[src/common/pcw_pkg.sv]
package pcw_pkg;

    // ------------------------------------------------------------
    // warning codes
    // ------------------------------------------------------------
    localparam logic [7:0] WARN_NONE       = 8'h00;
    localparam logic [7:0] WARN_CMD_BAD    = 8'h01;
    localparam logic [7:0] WARN_VALUE_BAD  = 8'h02;
    localparam logic [7:0] WARN_NO_LOAD    = 8'h03;
    localparam logic [7:0] WARN_NO_REF     = 8'h04;
    localparam logic [7:0] WARN_PROD_OFF   = 8'h05;
    localparam logic [7:0] WARN_SER_MOTION = 8'h08;
    localparam logic [7:0] WARN_SECOND_CMD = 8'h0B;
    localparam logic [7:0] WARN_DESC_BAD   = 8'h0F;
    localparam logic [7:0] WARN_LOGIC_MOT  = 8'h12;
    localparam logic [7:0] WARN_CMD_MISS   = 8'h14;
    localparam logic [7:0] WARN_OVERFLOW   = 8'h15;
    localparam logic [7:0] WARN_BAD_CHAR   = 8'h16;
    localparam logic [7:0] WARN_FLUID_OFF  = 8'h18;
    localparam logic [7:0] WARN_PERM_LOW   = 8'h19;
    localparam logic [7:0] WARN_BUSY       = 8'h1A;

    // ------------------------------------------------------------
    // characters, buffer, codes
    // ------------------------------------------------------------
    localparam logic [7:0] CHR_CR     = 8'h0D;
    localparam logic [7:0] CHR_COMMA  = 8'h2C;
    localparam logic [7:0] CHR_SPACE  = 8'h20;
    localparam logic [7:0] CHR_QMARK  = 8'h3F;
    localparam logic [5:0] BUF_DEPTH  = 6'h20;
    localparam logic [7:0] ALERT_MOTOR = 8'h01;
    localparam logic [7:0] ALERT_AIR   = 8'h02;
    localparam logic [7:0] FAULT_AIR   = 8'h01;

    // ------------------------------------------------------------
    // register map (index of a word)
    // ------------------------------------------------------------
    localparam logic [3:0] REG_CTRL      = 4'h0;
    localparam logic [3:0] REG_CMD_RESP  = 4'h1;
    localparam logic [3:0] REG_ALERT     = 4'h2;
    localparam logic [3:0] REG_FAULT     = 4'h3;
    localparam logic [3:0] REG_LD_CFG    = 4'h4;
    localparam logic [3:0] REG_LD_VALUE  = 4'h5;
    localparam logic [3:0] REG_LD_STATUS = 4'h6;
    localparam logic [3:0] REG_AIR_TH    = 4'h7;
    localparam logic [3:0] REG_LIQ_TH    = 4'h8;
    localparam logic [3:0] REG_DET_TIME  = 4'h9;
    localparam logic [3:0] REG_CLEAR     = 4'hA;
    localparam logic [15:0] AIR_TH_RST   = 16'h0100;
    localparam logic [15:0] LIQ_TH_RST   = 16'h0200;
    localparam logic [15:0] DET_TIME_RST = 16'h03E8;

    typedef enum logic [2:0] {
        LD_DISABLED    = 3'b000,
        LD_TUNE_AIR    = 3'b001,
        LD_TUNE_LIQUID = 3'b010,
        LD_STATUS      = 3'b011,
        LD_ALERT_AIR   = 3'b100,
        LD_FAULT_AIR   = 3'b101
    } pcw_ld_cfg_type;

    // command attributes, decoded outside from the command letter
    typedef struct packed {
        logic       known;
        logic       desc_ok;
        logic       value_ok;
        logic       is_start;
        logic       is_prod;
        logic       is_fluid;
        logic       is_motor_set;
        logic       is_clear;
        logic [1:0] perm_need;
    } pcw_cmd_attr_type;

    // response to one command
    typedef struct packed {
        logic [7:0] cmd_char;
        logic [7:0] warn;
    } pcw_resp_type;

endpackage : pcw_pkg

[src/logic/pcw_cmd_warn.sv]
`timescale 1ns/1ps
// Overview of operation
// - unknown command answers warning 1
// - out-of-range value answers warning 2
// - start needs load (3) and reference (4)
// - production disabled refuses with warning 5
// - motion off: serial 8, logic input 18
// - second letter before CR: discard, warning 11
// - bad descriptor answers warning 15
// - no letter: warning 20, question mark
// - command longer than buffer: warning 21
// - illegal character gives warning 22
// - fluidic disabled refuses with warning 24
// - permission too low gives warning 25
// - busy or parked start gives warning 26
// - alert and fault codes read zero clear
// - motor selection change raises alert
// - fault blocks operation until clear faults
// - disabled detector inactive, status frozen
// - tuning modes copy value into threshold
// - status mode never alerts nor faults
// - air over detection time raises alert
// - air over detection time raises fault
// - two thresholds, liquid above air
module pcw_cmd_warn
    import pcw_pkg::*;
(
    input  wire logic             i_clk,
    input  wire logic             i_rst,
    input  wire logic             i_rx_valid,
    input  wire logic [7:0]       i_rx_char,
    input  wire pcw_cmd_attr_type i_attr,
    input  wire logic             i_loaded,
    input  wire logic             i_referenced,
    input  wire logic             i_op_active,
    input  wire logic             i_port_parked,
    input  wire logic             i_logic_motion_en,
    input  wire logic             i_motor_sel_changed,
    input  wire logic [15:0]      i_transmission,
    input  wire logic [3:0]       i_addr,
    input  wire logic [31:0]      i_wdata,
    input  wire logic             i_wr,
    input  wire logic             i_rd,
    output logic [31:0]           o_rdata,
    output logic [7:0]            o_cmd_char,
    output logic                  o_resp_valid,
    output pcw_resp_type          o_resp,
    output logic                  o_apply,
    output logic                  o_start,
    output logic                  o_pump_stop
);

    // ------------------------------------------------------------
    // pin synchronisers
    // ------------------------------------------------------------
    logic [1:0] meta_q;
    logic [1:0] sync_q;

    always_ff @(posedge i_clk or posedge i_rst) begin
        if (i_rst) begin
            meta_q <= 2'b00;
            sync_q <= 2'b00;
        end else begin
            meta_q <= {i_logic_motion_en, i_port_parked};
            sync_q <= meta_q;
        end
    end

    // logic reads only the second stage of each synchroniser
    wire logic logic_mot_en = sync_q[1];
    wire logic parked       = sync_q[0];

    // ------------------------------------------------------------
    // character parser
    // ------------------------------------------------------------
    logic [7:0] letter_q;
    logic       have_letter_q;
    logic       second_q;
    logic       bad_char_q;
    logic       overflow_q;
    logic [5:0] count_q;

    wire logic is_alpha = (i_rx_char >= 8'h41 && i_rx_char <= 8'h5A)
                       || (i_rx_char >= 8'h61 && i_rx_char <= 8'h7A);
    wire logic is_digit = i_rx_char >= 8'h30 && i_rx_char <= 8'h39;
    wire logic is_delim = i_rx_char == CHR_COMMA
                       || i_rx_char == CHR_SPACE
                       || i_rx_char == 8'h2E
                       || i_rx_char == 8'h2D;
    wire logic is_cr    = i_rx_valid && i_rx_char == CHR_CR;
    wire logic take     = i_rx_valid && !is_cr;

    always_ff @(posedge i_clk or posedge i_rst) begin
        if (i_rst) begin
            letter_q      <= 8'h00;
            have_letter_q <= 1'b0;
            second_q      <= 1'b0;
            bad_char_q    <= 1'b0;
            overflow_q    <= 1'b0;
            count_q       <= 6'h00;
        end else if (is_cr) begin
            have_letter_q <= 1'b0;
            second_q      <= 1'b0;
            bad_char_q    <= 1'b0;
            overflow_q    <= 1'b0;
            count_q       <= 6'h00;
        end else if (take) begin
            if (count_q == BUF_DEPTH)
                overflow_q <= 1'b1;
            else
                count_q <= count_q + 6'h01;
            if (is_alpha && have_letter_q)
                second_q <= 1'b1;
            if (is_alpha && !have_letter_q) begin
                letter_q      <= i_rx_char;
                have_letter_q <= 1'b1;
            end
            if (!is_alpha && !is_digit && !is_delim)
                bad_char_q <= 1'b1;
        end
    end

    assign o_cmd_char = letter_q;

    // ------------------------------------------------------------
    // registers
    // ------------------------------------------------------------
    logic [1:0]     perm_q;
    logic           prod_en_q;
    logic           fluid_en_q;
    logic           ser_mot_en_q;
    pcw_ld_cfg_type ld_cfg_q;
    logic [15:0]    air_th_q;
    logic [15:0]    liq_th_q;
    logic [15:0]    det_time_q;
    logic [7:0]     alert_q;
    logic [7:0]     fault_q;
    logic           ld_liquid_q;
    logic [15:0]    air_cnt_q;
    logic [15:0]    trans_q;

    wire logic wr_ctrl  = i_wr && i_addr == REG_CTRL;
    wire logic wr_cfg   = i_wr && i_addr == REG_LD_CFG;
    wire logic wr_air   = i_wr && i_addr == REG_AIR_TH;
    wire logic wr_liq   = i_wr && i_addr == REG_LIQ_TH;
    wire logic wr_time  = i_wr && i_addr == REG_DET_TIME;
    wire logic wr_clear = i_wr && i_addr == REG_CLEAR;
    // a reserved configuration code leaves the old one in place
    wire logic cfg_legal = i_wdata[2:0] <= 3'h5;

    // ------------------------------------------------------------
    // command check at carriage return
    // ------------------------------------------------------------
    logic [7:0] warn;

    always_comb begin
        warn = WARN_NONE;
        if (overflow_q)
            warn = WARN_OVERFLOW;
        else if (second_q)
            warn = WARN_SECOND_CMD;
        else if (bad_char_q)
            warn = WARN_BAD_CHAR;
        else if (!have_letter_q)
            warn = WARN_CMD_MISS;
        else if (!i_attr.known)
            warn = WARN_CMD_BAD;
        else if (!i_attr.desc_ok)
            warn = WARN_DESC_BAD;
        else if (i_attr.perm_need > perm_q)
            warn = WARN_PERM_LOW;
        else if (!i_attr.value_ok)
            warn = WARN_VALUE_BAD;
        else if (i_attr.is_start) begin
            if (i_op_active || parked)
                warn = WARN_BUSY;
            else if (fault_q != 8'h00)
                warn = WARN_BUSY;
            else if (i_attr.is_prod && !prod_en_q)
                warn = WARN_PROD_OFF;
            else if (i_attr.is_fluid && !fluid_en_q)
                warn = WARN_FLUID_OFF;
            else if (!ser_mot_en_q)
                warn = WARN_SER_MOTION;
            else if (!logic_mot_en)
                warn = WARN_LOGIC_MOT;
            else if (!i_referenced)
                warn = WARN_NO_REF;
            else if (!i_loaded)
                warn = WARN_NO_LOAD;
        end
    end

    wire logic ok       = is_cr && warn == WARN_NONE;
    wire logic clr_cmd  = (ok && i_attr.is_clear) || wr_clear;
    wire logic [7:0] resp_cmd = have_letter_q ? letter_q : CHR_QMARK;

    always_ff @(posedge i_clk or posedge i_rst) begin
        if (i_rst) begin
            o_resp_valid <= 1'b0;
            o_resp       <= '0;
            o_apply      <= 1'b0;
            o_start      <= 1'b0;
        end else begin
            o_resp_valid <= is_cr;
            o_apply      <= ok && !i_attr.is_start;
            o_start      <= ok && i_attr.is_start;
            if (is_cr)
                o_resp <= '{cmd_char: resp_cmd, warn: warn};
        end
    end

    // ------------------------------------------------------------
    // line detector
    // ------------------------------------------------------------
    wire logic ld_on  = ld_cfg_q != LD_DISABLED;
    wire logic ld_det = ld_cfg_q == LD_STATUS
                     || ld_cfg_q == LD_ALERT_AIR
                     || ld_cfg_q == LD_FAULT_AIR;
    wire logic go_liq = trans_q >= liq_th_q;
    wire logic go_air = trans_q <= air_th_q;
    wire logic air_long = !ld_liquid_q && air_cnt_q > det_time_q;

    // ------------------------------------------------------------
    // detector events
    // ------------------------------------------------------------
    // status-only mode classifies but never raises an event
    wire logic air_event = air_long
                        && (ld_cfg_q == LD_ALERT_AIR
                            || ld_cfg_q == LD_FAULT_AIR);
    wire logic air_alert_set = air_event && ld_cfg_q == LD_ALERT_AIR;
    wire logic air_fault_set = air_event && ld_cfg_q == LD_FAULT_AIR;

    always_ff @(posedge i_clk or posedge i_rst) begin
        if (i_rst) begin
            trans_q     <= 16'h0000;
            ld_liquid_q <= 1'b0;
            air_cnt_q   <= 16'h0000;
        end else begin
            if (ld_on)
                trans_q <= i_transmission;
            if (ld_det && go_liq)
                ld_liquid_q <= 1'b1;
            else if (ld_det && go_air)
                ld_liquid_q <= 1'b0;
            if (!ld_det || ld_liquid_q)
                air_cnt_q <= 16'h0000;
            else if (air_cnt_q != 16'hFFFF)
                air_cnt_q <= air_cnt_q + 16'h0001;
        end
    end

    // ------------------------------------------------------------
    // settings, alert and fault codes
    // ------------------------------------------------------------
    always_ff @(posedge i_clk or posedge i_rst) begin
        if (i_rst) begin
            perm_q       <= 2'b00;
            prod_en_q    <= 1'b0;
            fluid_en_q   <= 1'b0;
            ser_mot_en_q <= 1'b1;
            ld_cfg_q     <= LD_DISABLED;
            air_th_q     <= AIR_TH_RST;
            liq_th_q     <= LIQ_TH_RST;
            det_time_q   <= DET_TIME_RST;
            alert_q      <= 8'h00;
            fault_q      <= 8'h00;
        end else begin
            if (wr_ctrl) begin
                perm_q       <= i_wdata[1:0];
                prod_en_q    <= i_wdata[2];
                fluid_en_q   <= i_wdata[3];
                ser_mot_en_q <= i_wdata[4];
            end
            if (wr_cfg && cfg_legal)
                ld_cfg_q <= pcw_ld_cfg_type'(i_wdata[2:0]);
            if (ld_cfg_q == LD_TUNE_AIR)
                air_th_q <= trans_q;
            else if (wr_air)
                air_th_q <= i_wdata[15:0];
            if (ld_cfg_q == LD_TUNE_LIQUID)
                liq_th_q <= trans_q;
            else if (wr_liq)
                liq_th_q <= i_wdata[15:0];
            if (wr_time)
                det_time_q <= i_wdata[15:0];
            // set wins over clear
            if (i_motor_sel_changed)
                alert_q <= ALERT_MOTOR;
            else if (air_alert_set)
                alert_q <= ALERT_AIR;
            else if (wr_clear)
                alert_q <= 8'h00;
            if (air_fault_set)
                fault_q <= FAULT_AIR;
            else if (clr_cmd)
                fault_q <= 8'h00;
        end
    end

    assign o_pump_stop = fault_q != 8'h00;

    // ------------------------------------------------------------
    // read port
    // ------------------------------------------------------------
    logic [31:0] rd_mux;

    always_comb begin
        rd_mux = 32'h0000_0000;
        if (i_addr == REG_CTRL)
            rd_mux = {27'h0, ser_mot_en_q, fluid_en_q, prod_en_q, perm_q};
        else if (i_addr == REG_CMD_RESP)
            rd_mux = {16'h0, o_resp};
        else if (i_addr == REG_ALERT)
            rd_mux = {24'h0, alert_q};
        else if (i_addr == REG_FAULT)
            rd_mux = {24'h0, fault_q};
        else if (i_addr == REG_LD_CFG)
            rd_mux = {29'h0, ld_cfg_q};
        else if (i_addr == REG_LD_VALUE)
            rd_mux = {16'h0, trans_q};
        else if (i_addr == REG_LD_STATUS)
            rd_mux = {31'h0, ld_liquid_q};
        else if (i_addr == REG_AIR_TH)
            rd_mux = {16'h0, air_th_q};
        else if (i_addr == REG_LIQ_TH)
            rd_mux = {16'h0, liq_th_q};
        else if (i_addr == REG_DET_TIME)
            rd_mux = {16'h0, det_time_q};
    end

    // read data stand for each cycle after a cycle with i_rd high, and read zero otherwise
    always_ff @(posedge i_clk or posedge i_rst) begin
        if (i_rst)
            o_rdata <= 32'h0000_0000;
        else if (i_rd)
            o_rdata <= rd_mux;
        else
            o_rdata <= 32'h0000_0000;
    end

endmodule : pcw_cmd_warn
[config.mk]
export PLATFORM = sky130hd
export DESIGN_NAME = pcw_cmd_warn
export DESIGN_NICKNAME = d
export VERILOG_FILES = /design/src/common/pcw_pkg.sv /design/src/logic/pcw_cmd_warn.sv
export SDC_FILE = /design/constraint.sdc
export NUM_CORES = 1
export LEC_CHECK = 0
export BUFFER_PORTS_ARGS = -buffer_cell sky130_fd_sc_hd__buf_2
export CORE_UTILIZATION = 30
export CTS_BUF_LIST = sky130_fd_sc_hd__clkbuf_2
export DETAILED_ROUTE_END_ITERATION = 7
export HOLD_SLACK_MARGIN = 0.06
export PLACE_DENSITY_LB_ADDON = 0.12
export SLEW_MARGIN = 20
export SYNTH_ARGS = -nofsm -noshare
export SYNTH_HDL_FRONTEND = slang
export SYNTH_SLANG_ARGS = --single-unit
[constraint.sdc]
create_clock -name i_clk -period 12.2 [get_ports i_clk]
set_clock_uncertainty 0.2 [all_clocks]
set_input_delay 2.44 -clock i_clk [delete_from_list [all_inputs] [get_ports i_clk]]
set_output_delay 2.44 -clock i_clk [all_outputs]
set_load 0.05 [all_outputs]
==> metrics.txt <==
mean post-synth cell area 9.42 um^2; worst setup margin 8000 ps; Post-synth EDFFs 0; Peak Freq 0.238 GHz; CTS Hold Buffers Added 0; FF-to-FF path depth 9; Die Area 28400 um^2; Primary FF master, synth dfrtp_1; first-pass GRT wire length 37100 um; crit-path max FO 24; Die H 168 um; final critical-path required period 4200 ps; clock power share 20.3%; Relative slew margins 32.8%; row count 60; Avg Vias per Cell roughly 4.9; #FFs+latches synth 146; Syn Inst Count around 900; DP HPWL 17500 um; CTS tree yes; placer congestion estimate roughly 0.83; initial antenna violation count 1; CP startpoint i_addr[1]; outcome completed; final WL 23300 um; clock sinks 146; Sw Share 39.9%; vias in the first global route roughly 6500; distinct cell type count after synthesis 62; Endpoint, Worst Hold sync_q[0]; Setup TNS 0 ps; drt wl/cell 17.4 um; Hold Startpoint meta_q[0]; Hold Vio Cnt, Final 0; sequential power share between 40 and 50%; FF-to-FF End fault_q[0]; endpoints failing setup 0; CTS max path bufs 2; P per Cell Area 168 nW/um^2; Combinational Power Share 34.1%; CTS Buf Count 17; startpoint types primary input; post-CTS sizing 0; Internal Power 953 uW; DRT Pass-1 Iters 5; Ys Warns 0; post-synthesis sequential area ratio 44.1%; Post-CTS Setup Bufs 0; worst slew pin tran about 1000 ps; Hold Path Depth 0; H-tree Lvls 4; Reg-to-Reg Start perm_q[1]; pre-CTS WS slightly above 7000 ps; Starting Density between 30% and 40%; GRT Resource Usage Total 17.0%; clock-pin slew of the registers on the worst-case setup and hold paths 240 ps; number of nets with antenna violations after routing 0; Net Sw Power 634 uW; Leak 0.00438 uW; pin count of the biggest net entering global routing 77; share of layout cells above drive strength 1 20.6%; worst-skew pair later-pin latency 720 ps; Max VDD drop around 0.056 mV; Port Buffers 104; CP required 12630 ps; worst hold path class reg2reg; DRC viols 0; 1st-iter DRT viols 444; Max Slew Vio Count 0; CP arrival between 4000 and 5000 ps; Synth Cell Area 8310 um^2; GR Overflow Total 0; DIE WIDTH ~170 um; Root Buffer Master clkbuf_2; Placeable Area around 27000 um^2; Filler Cells Inserted 2837; RSZ-0062 raised after global routing false; kind of end point of the critical path register; Setup CP Type in2reg; MaxCap Viol Count 0; final net count 1115; fin crit share 34.4%; Async SR Flop Fraction 100%; FF-to-FF setup slack 9490 ps; vias after detailed routing 6594; Area Growth Syn to Fin 13.6%; I/O pin total 141
kinds of logic after synthesis:
group                    Yosys count  share of synthesized area [%]
AND/OR/NAND/NOR                  259                           15.2
AO/OA/AOI/OAI                    231                           17.1
flip-flops                       146                           44.1
buffers and inverters            118                           6.29
multiplexers                      65                           8.30
adder cells (fa/ha/maj)           53                           7.98
XOR/XNOR                           9                          0.949
other                              1                         0.0451
per-layer routing:
metal	GRT usage, %	wire, um	vias up
li1	-	-	3293
met4	3.79	179	0
met2	27.0	10700	130
met5	0	0	-
met1	23.8	11600	3157
met3	3.20	854	14
state kept, by name, summed over array words and instances (netlist names), 2 cells and up:
| signal | count |
|---|---|
| air_cnt_q | 16 |
| air_th_q | 16 |
| det_time_q | 16 |
| liq_th_q | 16 |
| o_rdata | 16 |
| trans_q | 16 |
| o_resp | 13 |
| o_cmd_char | 8 |
| count_q | 6 |
| ld_cfg_q | 3 |
| alert_q | 2 |
| meta_q | 2 |
| perm_q | 2 |
| sync_q | 2 |
power by group through the flow:
stage	clock, uW	combinational, uW	sequential (uW)
floorplan	0	367	730
global placement	0	540	734
detailed placement	0	548	731
CTS	335	550	724
global route	354	622	743
finish	322	541	723
worst max-delay path, stage by stage:
cell and delay (ps):
buf_2 250, nor3b_2 880, a21oi_1 200, a2bb2oi_1 170, o21ai_0 270, o21ai_0 150
a221oi_1 260
area by class of cell:
type	instances	area, um^2	area share [%]
inverters	68	265	2.81
multi-input cells	636	4230	44.8
repair buffers	112	581	6.15
well taps	341	427	4.52
flip-flops and latches	146	3660	38.8
clock inverters	10	158	1.67
diodes	2	5.00	0.0530
clock buffers	22	110	1.17
stage by stage:
step / instances / cell area [um^2] / power, uW / util (%) / hold WS (ps)
2_1_floorplan: 900 / 8380 / 1100 / - / 131
3_3_place_gp: 1303 / 9160 / 1270 / 33.9 / 132
3_5_place_dp: 1303 / 9160 / 1280 / 33.9 / 137
4_1_cts: 1335 / 9420 / 1610 / 34.9 / 188
5_1_grt: 1337 / 9440 / 1720 / 34.9 / 207
6_report: 1337 / 9440 / 1590 / 34.9 / 183
worst max path at each step:
stage	endpoint	slack, ps	depth (start not counted)
after floorplan	air_cnt_q[0]	5650	1
after global placement	o_rdata[1]	7240	6
after detailed placement	o_rdata[1]	7240	6
after CTS	o_resp[14]	7900	1
after global routing	o_resp[14]	7870	1
final	o_rdata[1]	8000	7
cell usage after synthesis, types with 4 or more instances:
cell type / instances / area share (%)
a211oi_1: 6 / 0.54
a21o_1: 10 / 0.90
a21oi_1: 41 / 2.5
a22oi_1: 19 / 1.7
a31oi_1: 13 / 0.98
and3_1: 4 / 0.30
and4_1: 5 / 0.53
buf_1: 4 / 0.18
buf_4: 19 / 1.7
clkbuf_1: 24 / 1.1
dfrtp_1: 137 / 41
dfstp_2: 9 / 2.8
ha_1: 53 / 8.0
inv_1: 67 / 3.0
mux2_2: 31 / 4.2
mux2i_1: 34 / 4.1
nand2_1: 88 / 4.0
nand2b_1: 12 / 0.90
nand3_1: 18 / 1.1
nand4_1: 12 / 0.90
nor2_1: 68 / 3.1
nor2b_1: 12 / 0.90
nor3_1: 9 / 0.54
nor3b_1: 7 / 0.63
o211ai_1: 5 / 0.45
o21a_1: 9 / 0.81
o21ai_0: 92 / 5.5
o21bai_1: 6 / 0.54
or3_1: 6 / 0.45
xor2_1: 6 / 0.63
cell usage in the layout, fill, tap and decap left out, types with 4 or more instances in the layout:
| cell | n |
|---|---|
| nor3_1 | 8 |
| nor2_1 | 67 |
| a21o_1 | 10 |
| a31oi_1 | 13 |
| a21oi_1 | 39 |
| bufinv_16 | 4 |
| mux2_2 | 31 |
| dfstp_2 | 9 |
| and4_1 | 5 |
| nor3b_2 | 4 |
| o21ai_0 | 92 |
| a22oi_1 | 19 |
| dfrtp_1 | 137 |
| o21a_1 | 9 |
| buf_4 | 8 |
| mux2i_1 | 34 |
| nand2b_1 | 12 |
| xor2_1 | 6 |
| nand2_1 | 88 |
| inv_1 | 66 |
| o21bai_1 | 6 |
| nor2b_1 | 12 |
| conb_1 | 19 |
| or3_1 | 6 |
| o211ai_1 | 5 |
| buf_2 | 104 |
| nor3b_1 | 4 |
| ha_1 | 53 |
| and3_1 | 4 |
| nand3_1 | 18 |
| clkbuf_2 | 22 |
| a211oi_1 | 6 |
| nand4_1 | 12 |
Power figures use the tool's default switching activity.
